===== src/wiper_pkg.sv =====
// What this block does
// - Target only; never drives clock; 7-bit address
// - Works at 100 kb/s and 400 kb/s
// - Data falls, clock high: start new transfer
// - Data changes only while clock low
// - Acknowledge low on ninth clock after byte
// - Address mismatch: leave data high, no acknowledge
// - Bus collision resets the interface
// - Repeated start continues with same master
// - Data rises, clock high: stop ends transfer
// - Stop resets interface, wait for start
// - Never stretch the clock
// - Malformed transfer abandoned without effect
// - Stray start or stop aborts before write
// - Glitch filter on clock and data inputs
// - Lines only pulled low or released
// - General call gets no acknowledge
// - Seven fixed address bits plus direction bit
// - Seven-bit wiper; data MSB ignored
// - After bad command, release and ignore bus
`default_nettype none
package wiper_pkg;
  localparam int        CLK_MHZ     = 100;
  localparam int        SPIKE_NS    = 50;
  // Least time, so round up; never below one cycle
  localparam int        FILT_CYC    = (SPIKE_NS * CLK_MHZ + 999) / 1000 < 1 ? 1 :
                                      (SPIKE_NS * CLK_MHZ + 999) / 1000;
  localparam int        FILT_W      = 3;
  localparam logic [FILT_W-1:0] FILT_LAST = FILT_W'(FILT_CYC - 1);
  localparam int        CNT_W       = 4;
  localparam logic [CNT_W-1:0] BYTE_BITS = 4'h8;
  localparam logic [6:0] TARGET_ADDR = 7'h2f;
  localparam logic [6:0] GCALL_ADDR  = 7'h00;
  localparam logic [6:0] WIPER_RST   = 7'h40;

  typedef enum logic [2:0] {
    ST_IDLE,
    ST_ADDR,
    ST_ADDR_ACK,
    ST_WRITE,
    ST_WRITE_ACK,
    ST_READ,
    ST_READ_ACK,
    ST_IGNORE
  } st_t;
endpackage : wiper_pkg
`default_nettype wire


===== src/pin_filter.sv =====
`default_nettype none
module pin_filter (
  input  wire logic clk,
  input  wire logic resetn,
  input  wire logic pin,
  output logic      level
);
  logic                          meta_q, meta_d;
  logic                          sync_q, sync_d;
  logic                          lvl_q,  lvl_d;
  logic [wiper_pkg::FILT_W-1:0]  cnt_q,  cnt_d;

  ////////////////////////////////////////////////////////////////////////////
  // Two flops, then a level must hold FILT_CYC cycles before it is believed
  always_comb begin
    meta_d = pin;
    sync_d = meta_q;
    lvl_d  = lvl_q;
    cnt_d  = '0;
    if (sync_q != lvl_q) begin
      if (cnt_q == wiper_pkg::FILT_LAST) begin
        lvl_d = sync_q;
      end else begin
        cnt_d = cnt_q + 1'b1;
      end
    end
  end

  // Idle bus is high, so reset to high to avoid a false start
  always_ff @(posedge clk) begin
    if (!resetn) begin
      meta_q <= 1'b1;
      sync_q <= 1'b1;
      lvl_q  <= 1'b1;
      cnt_q  <= '0;
    end else begin
      meta_q <= meta_d;
      sync_q <= sync_d;
      lvl_q  <= lvl_d;
      cnt_q  <= cnt_d;
    end
  end

  assign level = lvl_q;

  ////////////////////////////////////////////////////////////////////////////
  glitch_filter_a:
    assert property (@(posedge clk) disable iff (!resetn)
      $changed(lvl_q) |-> ($past(cnt_q) == wiper_pkg::FILT_LAST) && ($past(sync_q) == lvl_q))
    else $error("Filtered level changed without a full stable run");
endmodule : pin_filter
`default_nettype wire


===== src/bus_events.sv =====
`default_nettype none
module bus_events (
  input  wire logic clk,
  input  wire logic resetn,
  input  wire logic scl,
  input  wire logic sda,
  output logic      scl_rise,
  output logic      scl_fall,
  output logic      start_det,
  output logic      stop_det
);
  logic scl_q, scl_d;
  logic sda_q, sda_d;

  always_comb begin
    scl_d = scl;
    sda_d = sda;
  end

  always_ff @(posedge clk) begin
    if (!resetn) begin
      scl_q <= 1'b1;
      sda_q <= 1'b1;
    end else begin
      scl_q <= scl_d;
      sda_q <= sda_d;
    end
  end

  ////////////////////////////////////////////////////////////////////////////
  // Conditions need the clock high on both samples around the data edge
  assign scl_rise  = scl & ~scl_q;
  assign scl_fall  = ~scl & scl_q;
  assign start_det = scl & scl_q & sda_q & ~sda;
  assign stop_det  = scl & scl_q & ~sda_q & sda;

  ////////////////////////////////////////////////////////////////////////////
  start_form_a:
    assert property (@(posedge clk) disable iff (!resetn)
      start_det |-> scl && $past(scl) && $fell(sda))
    else $error("Start flagged without data fall under high clock");
endmodule : bus_events
`default_nettype wire


===== src/wiper_port.sv =====
`default_nettype none
module wiper_port (
  input  wire logic       CLK,
  input  wire logic       RESETN,
  input  wire logic       SCL_I,
  output logic            SCL_O,
  output logic            SCL_OE,
  input  wire logic       SDA_I,
  output logic            SDA_O,
  output logic            SDA_OE,
  output logic [6:0]      WIPER,
  output logic            WIPER_WR
);
  logic                          scl_f, sda_f;
  logic                          scl_rise, scl_fall, start_det, stop_det;
  wiper_pkg::st_t                st_q,  st_d;
  logic [wiper_pkg::CNT_W-1:0]   cnt_q, cnt_d;
  logic [7:0]                    sh_q,  sh_d;
  logic [7:0]                    tx_q,  tx_d;
  logic [6:0]                    wip_q, wip_d;
  logic                          wr_q,  wr_d;
  logic                          oe_q,  oe_d;
  logic                          coll;
  logic                          evt_q, evt_d;

  ////////////////////////////////////////////////////////////////////////////
  pin_filter u_scl_filt (
    .clk    (CLK),
    .resetn (RESETN),
    .pin    (SCL_I),
    .level  (scl_f)
  );

  pin_filter u_sda_filt (
    .clk    (CLK),
    .resetn (RESETN),
    .pin    (SDA_I),
    .level  (sda_f)
  );

  bus_events u_events (
    .clk       (CLK),
    .resetn    (RESETN),
    .scl       (scl_f),
    .sda       (sda_f),
    .scl_rise  (scl_rise),
    .scl_fall  (scl_fall),
    .start_det (start_det),
    .stop_det  (stop_det)
  );

  ////////////////////////////////////////////////////////////////////////////
  // Command state machine; start beats stop beats bit events
  always_comb begin
    st_d  = st_q;
    cnt_d = cnt_q;
    sh_d  = sh_q;
    tx_d  = tx_q;
    wip_d = wip_q;
    wr_d  = 1'b0;
    coll  = 1'b0;
    if (start_det) begin
      st_d  = wiper_pkg::ST_ADDR;
      cnt_d = '0;
    end else if (stop_det) begin
      st_d  = wiper_pkg::ST_IDLE;
      cnt_d = '0;
    end else begin
      unique case (st_q)
        wiper_pkg::ST_IDLE, wiper_pkg::ST_IGNORE: begin
          // Everything but a start or stop is ignored here
          st_d = st_q;
        end
        wiper_pkg::ST_ADDR: begin
          if (scl_rise) begin
            sh_d  = {sh_q[6:0], sda_f};
            cnt_d = cnt_q + 1'b1;
          end else if (scl_fall && cnt_q == wiper_pkg::BYTE_BITS) begin
            cnt_d = '0;
            // General call never matches the fixed address
            if (sh_q[7:1] == wiper_pkg::TARGET_ADDR) begin
              st_d = wiper_pkg::ST_ADDR_ACK;
            end else begin
              st_d = wiper_pkg::ST_IGNORE;
            end
          end
        end
        wiper_pkg::ST_ADDR_ACK: begin
          if (scl_fall) begin
            if (sh_q[0]) begin
              st_d = wiper_pkg::ST_READ;
              tx_d = {1'b0, wip_q};
            end else begin
              st_d = wiper_pkg::ST_WRITE;
            end
          end
        end
        wiper_pkg::ST_WRITE: begin
          if (scl_rise) begin
            sh_d  = {sh_q[6:0], sda_f};
            cnt_d = cnt_q + 1'b1;
          end else if (scl_fall && cnt_q == wiper_pkg::BYTE_BITS) begin
            // Only a whole byte reaches the wiper; a stray condition before this aborts
            wip_d = sh_q[6:0];
            wr_d  = 1'b1;
            cnt_d = '0;
            st_d  = wiper_pkg::ST_WRITE_ACK;
          end
        end
        wiper_pkg::ST_WRITE_ACK: begin
          if (scl_fall) begin
            st_d = wiper_pkg::ST_WRITE;
          end
        end
        wiper_pkg::ST_READ: begin
          if (scl_rise) begin
            cnt_d = cnt_q + 1'b1;
            if (tx_q[7] && !sda_f) begin
              coll = 1'b1;
              st_d = wiper_pkg::ST_IGNORE;
            end
          end else if (scl_fall) begin
            if (cnt_q == wiper_pkg::BYTE_BITS) begin
              cnt_d = '0;
              st_d  = wiper_pkg::ST_READ_ACK;
            end else begin
              tx_d = {tx_q[6:0], 1'b0};
            end
          end
        end
        wiper_pkg::ST_READ_ACK: begin
          if (scl_rise && sda_f) begin
            st_d = wiper_pkg::ST_IGNORE;
          end else if (scl_fall) begin
            // Read data is the wiper itself, ready at once, so no stretching
            st_d = wiper_pkg::ST_READ;
            tx_d = {1'b0, wip_q};
          end
        end
      endcase
    end
    // Data pin is only pulled low, and moves only on a clock fall
    oe_d = (st_d == wiper_pkg::ST_ADDR_ACK) || (st_d == wiper_pkg::ST_WRITE_ACK) ||
           ((st_d == wiper_pkg::ST_READ) && !tx_d[7]);
    evt_d = scl_fall | start_det | stop_det | coll;
  end

  always_ff @(posedge CLK) begin
    if (!RESETN) begin
      st_q  <= wiper_pkg::ST_IDLE;
      cnt_q <= '0;
      sh_q  <= '0;
      tx_q  <= '0;
      wip_q <= wiper_pkg::WIPER_RST;
      wr_q  <= 1'b0;
      oe_q  <= 1'b0;
      evt_q <= 1'b0;
    end else begin
      st_q  <= st_d;
      cnt_q <= cnt_d;
      sh_q  <= sh_d;
      tx_q  <= tx_d;
      wip_q <= wip_d;
      wr_q  <= wr_d;
      oe_q  <= oe_d;
      evt_q <= evt_d;
    end
  end

  ////////////////////////////////////////////////////////////////////////////
  // Clock pin is input only; data pin drives a constant low
  assign SCL_O    = 1'b0;
  assign SCL_OE   = 1'b0;
  assign SDA_O    = 1'b0;
  assign SDA_OE   = oe_q;
  assign WIPER    = wip_q;
  assign WIPER_WR = wr_q;

  ////////////////////////////////////////////////////////////////////////////
  clock_released_a:
    assert property (@(posedge CLK) disable iff (!RESETN)
      !SCL_OE && !SDA_O)
    else $error("Clock driven or data driven high");

  start_restart_a:
    assert property (@(posedge CLK) disable iff (!RESETN)
      start_det |=> (st_q == wiper_pkg::ST_ADDR) && (cnt_q == '0) && !SDA_OE)
    else $error("Start did not restart address phase");

  stop_reset_a:
    assert property (@(posedge CLK) disable iff (!RESETN)
      stop_det && !start_det |=> (st_q == wiper_pkg::ST_IDLE) && !SDA_OE)
    else $error("Stop did not reset interface");

  addr_ack_a:
    assert property (@(posedge CLK) disable iff (!RESETN)
      (st_q == wiper_pkg::ST_ADDR) && scl_fall && !start_det && !stop_det &&
      (cnt_q == wiper_pkg::BYTE_BITS) && (sh_q[7:1] == wiper_pkg::TARGET_ADDR)
      |=> SDA_OE [*2])
    else $error("Matching address not acknowledged");

  addr_nack_a:
    assert property (@(posedge CLK) disable iff (!RESETN)
      (st_q == wiper_pkg::ST_ADDR) && scl_fall && !start_det && !stop_det &&
      (cnt_q == wiper_pkg::BYTE_BITS) && (sh_q[7:1] != wiper_pkg::TARGET_ADDR)
      |=> (st_q == wiper_pkg::ST_IGNORE) && !SDA_OE)
    else $error("Foreign address acknowledged");

  gcall_nack_a:
    assert property (@(posedge CLK) disable iff (!RESETN)
      (st_q == wiper_pkg::ST_ADDR) && scl_fall && !start_det && !stop_det &&
      (cnt_q == wiper_pkg::BYTE_BITS) && (sh_q[7:1] == wiper_pkg::GCALL_ADDR)
      |=> !SDA_OE)
    else $error("General call acknowledged");

  ignore_hold_a:
    assert property (@(posedge CLK) disable iff (!RESETN)
      (st_q == wiper_pkg::ST_IGNORE) && !start_det |=>
      ((st_q == wiper_pkg::ST_IGNORE) || (st_q == wiper_pkg::ST_IDLE)) && !SDA_OE)
    else $error("Left ignore state without start");

  wiper_data_a:
    assert property (@(posedge CLK) disable iff (!RESETN)
      WIPER_WR |-> (WIPER == $past(sh_q[6:0], 1)) && $past(st_q, 1) == wiper_pkg::ST_WRITE)
    else $error("Wiper not loaded from low seven bits");

  wiper_abort_a:
    assert property (@(posedge CLK) disable iff (!RESETN)
      (st_q == wiper_pkg::ST_WRITE) && (start_det || stop_det) |=> !WIPER_WR && $stable(WIPER))
    else $error("Aborted byte reached the wiper");

  wiper_stable_a:
    assert property (@(posedge CLK) disable iff (!RESETN)
      !WIPER_WR |-> $stable(WIPER))
    else $error("Wiper changed without a write");

  collision_reset_a:
    assert property (@(posedge CLK) disable iff (!RESETN)
      (st_q == wiper_pkg::ST_READ) && scl_rise && tx_q[7] && !sda_f && !start_det && !stop_det
      |=> (st_q == wiper_pkg::ST_IGNORE) ##1 !SDA_OE)
    else $error("Collision did not reset interface");

  sda_timing_a:
    assert property (@(posedge CLK) disable iff (!RESETN)
      $changed(SDA_OE) |-> evt_q)
    else $error("Data drive changed outside a clock fall or condition");
endmodule : wiper_port
`default_nettype wire


===== config.mk =====
export PLATFORM = sky130hd
export DESIGN_NAME = wiper_port
export DESIGN_NICKNAME = d
export VERILOG_FILES = /design/src/wiper_pkg.sv /design/src/pin_filter.sv /design/src/bus_events.sv /design/src/wiper_port.sv
export SDC_FILE = /design/constraint.sdc
export NUM_CORES = 1
export LEC_CHECK = 0
export BUFFER_PORTS_ARGS = -buffer_cell sky130_fd_sc_hd__buf_2
export CAP_MARGIN = 20
export CORE_AREA = 2 2 70 72
export DETAILED_ROUTE_END_ITERATION = 8
export DIE_AREA = 0 0 72 74
export PLACE_DENSITY = 0.64
export SLEW_MARGIN = 20
export SYNTH_ARGS = -nofsm -noshare
export SYNTH_HDL_FRONTEND = slang
export SYNTH_HIERARCHICAL = 1
export SYNTH_SLANG_ARGS = --single-unit
export TNS_END_PERCENT = 10

===== constraint.sdc =====
create_clock -name CLK -period 3.3 [get_ports CLK]
set_clock_uncertainty 0.05 [all_clocks]
set_input_delay 0.66 -clock CLK [delete_from_list [all_inputs] [get_ports CLK]]
set_output_delay 0.66 -clock CLK [all_outputs]
set_load 0.005 [all_outputs]

==> results.md <==
* Slowest CP cell: nor3b_2
* Vias per inst at 5.47
* Worst Path Required at 3.45 ns
* N_diodes at 0
* Clock power frac at 38.7%
* Post_cts resized at 0
* Max-cap violations at 0
* DIE AREA at 0.00533 mm²
* Number of flops mapped to enable cells by yosys at 0
* Arr. time, crit path at 2.52 ns
* Period minus WS final at 2.37 ns
* Deepest clock path buffer count at 2
* Synth Area per Inst at 9.93 µm²
* CTS buffer count at 5
* Util after Layout at 52.9%
* Critical path launch point: u_sda_filt/level
* Internal at 0.000734 W
* Status: complete, no violations
* Synth Register Bits at 46
* Combinational power share at 2.2%
* Peak Freq at 0.422 GHz
* Mapped Area at 0.00227 mm²
* Setup crit end kind: flop
* Largest net degree at the start of global routing at 23
* Peak VDD IR at 0.240 mV
* Final period util at 71.8%
* PortBufs at 12
* DR pass1 iterations at 4
* Slew Limit Headroom at 49.6%
* Slew Viols, Final at 0
* Starting Density at 49.4%
* Worst-Margin Slew at 0.752 ns
* Count of cell types in the netlist at 57
* Asr flop ratio synth at 0%
* Clock transition at the registers of the reported paths at 0.09 ns
* Finished Cell Area at 0.00243 mm²
* Die Y at 74 µm
* Total gr overflow at 0
* FF-to-FF Start: u_sda_filt/level
* Post-route DRC at 0
* PD cells at 389 mW/mm²
* Most common cell after layout, fill and taps aside: dfxtp_1
* Total GRT Usage at 16.6%
* Final std cells w/o fill at 295
* DP Area at 0.00234 mm²
* Final setup violation count at 0
* Crit-path cells: and4b_1 > or3_1 > nor3b_2 > mux2i_1 > nor2b_1
* Register area share after synthesis at 40.5%
* HP Class: reg -> reg
* Clk sinks at 46
* Buffers & Inverters on Critical Path at 0
* Seq pwr share at 59.1%
* CTS root buf: clkbuf_8
* WL/cell at 13.9 µm
* Net Sw Frac at 22.4%
* Die W at 72 µm
* Yosys warning total at 6
* Setup tns final at 0 ns
* Type of origin of the critical path: flop
* Pleak at 0.945 nW
* Area Growth Syn to Fin at 6.93%
* Initial drt markers at 186
* Dpl hpwl at 2.86 mm
* Sw power at 0.000211 W
* Synth Flop Type: dfxtp_1
* Clk_lat worst skew at 0.31 ns
* Initial antenna violation count at 0
* Final nets at 250
* Placeable Area at 0.00460 mm²
* IO Pins at 16
* Cts hold-fix bufs at 0
* R2r setup slk at 0.93 ns
* RSZ-0062 raised after global routing: false
* Commonest cells after routing, fill and taps aside: 46 x dfxtp_1, 19 x nor2b_1, 16 x mux2i_1, 15 x nor2_1, 14 x nand2b_1
* Post-CTS setup repair buffer count at 0
* First-pass GRT wire length at 6.89 mm
* Critical Path Fanout Max at 9
* Placed insts at 287
* Crit path kind: reg -> reg
* # rows at 25
* CP top delay family: simple AND/OR/NAND/NOR gates
* CTS tree: built
* H-Tree Depth at 2
* Vias in the first global route at 1420
* Detail Route Antenna Nets at 0
* Max incr delay on CP at 0.65 ns
* Routability Congestion at 0.858
* Syn Inst Count at 229
* Hold Crit Start: u_sda_filt/meta_q
* Final Hold Viols at 0
* Ratio of cells with drive above 1 in the final layout at 14.5%
* Total wire length at 4.09 mm
* Routed via count at 1613
-- Yosys cell counts, types with 3 or more instances --
library cell   n  area [µm²]
clkbuf_1       3        11.3
ha_1           6        75.1
a32o_1         4        40.0
mux2i_1       16         160
buf_6          3        33.8
nand3_1        3        15.0
nor2b_1       19         119
a211oi_2       3        37.5
inv_1          9        33.8
nand2b_1      14        87.6
and3_1         3        18.8
nand4b_1       3        26.3
a311o_1        3        30.0
o211a_1        5        50.1
and2_1         4        25.0
nand2_1       12        45.0
dfxtp_1       46         921
nor2_1        15        56.3
buf_4          5        37.5
-- final timing paths --
check	endpoint	cells past startpoint
max reg2reg	WIPER[4]	5
min	u_sda_filt/sync_q	1
max	WIPER[4]	5
min reg2reg	u_sda_filt/sync_q	1
-- cells by family after synthesis --
kind of cell             share of synthesized area, %
AND/OR/NAND/NOR                                  25.6
flip-flops                                       40.5
AO/OA/AOI/OAI                                    16.5
buffers and inverters                            5.34
multiplexers                                     7.04
adder cells (fa/ha/maj)                          3.30
XOR/XNOR                                         1.54
other                                           0.165
-- stage by stage --
step	worst slack, ns	hold slack (ns)	power, W
finish	0.931	0.356	0.000945
global route	0.709	0.379	0.000984
CTS	0.894	0.365	0.000950
detailed placement	0.917	0.347	0.000593
global placement	0.965	0.338	0.000593
floorplan	1.45	0.336	0.000587
-- routing by layer --
| layer | routed length [µm] | vias to the layer above | track usage (%) |
|---|---|---|---|
| li1 | - | 830 | - |
| met1 | 2170 | 746 | 24.8 |
| met2 | 1680 | 30 | 22.7 |
| met3 | 183 | 7 | 5.28 |
| met4 | 53 | 0 | 5.03 |
| met5 | 0 | - | 0 |
-- power groups by stage --
| stage | sequential, W | clock, W | combinational [W] |
|---|---|---|---|
| after floorplan | 0.000572 | 0 | 0.0000157 |
| after global placement | 0.000572 | 0 | 0.0000208 |
| after detailed placement | 0.000572 | 0 | 0.0000208 |
| after CTS | 0.000559 | 0.000370 | 0.0000209 |
| after global routing | 0.000560 | 0.000401 | 0.0000234 |
| final | 0.000559 | 0.000366 | 0.0000207 |
-- cell type report --
cell class | count | area, µm²
clock buffer | 6 | 82.6
clock inverter | 2 | 12.5
fill | 420 | 2170
inverter | 9 | 33.8
multi-input combinational | 164 | 1240
sequential | 46 | 921
tap | 54 | 67.6
timing repair buffer | 14 | 75.1
-- state kept, by name (all words and copies together) (netlist names) --
| name | flops |
|---|---|
| u_scl_filt/cnt_q | 3 |
| SDA_OE | 1 |
| u_scl_filt/sync_q | 1 |
| u_sda_filt/level | 1 |
| cnt_q | 4 |
| u_events/scl_q | 1 |
| st_q | 3 |
| WIPER_WR | 1 |
| u_events/sda_q | 1 |
| u_sda_filt/sync_q | 1 |
| u_scl_filt/meta_q | 1 |
| WIPER | 7 |
| u_sda_filt/meta_q | 1 |
| sh_q | 8 |
| tx_q | 8 |
| u_scl_filt/level | 1 |
| u_sda_filt/cnt_q | 3 |
No activity file was read; power rests on OpenSTA's default activity.
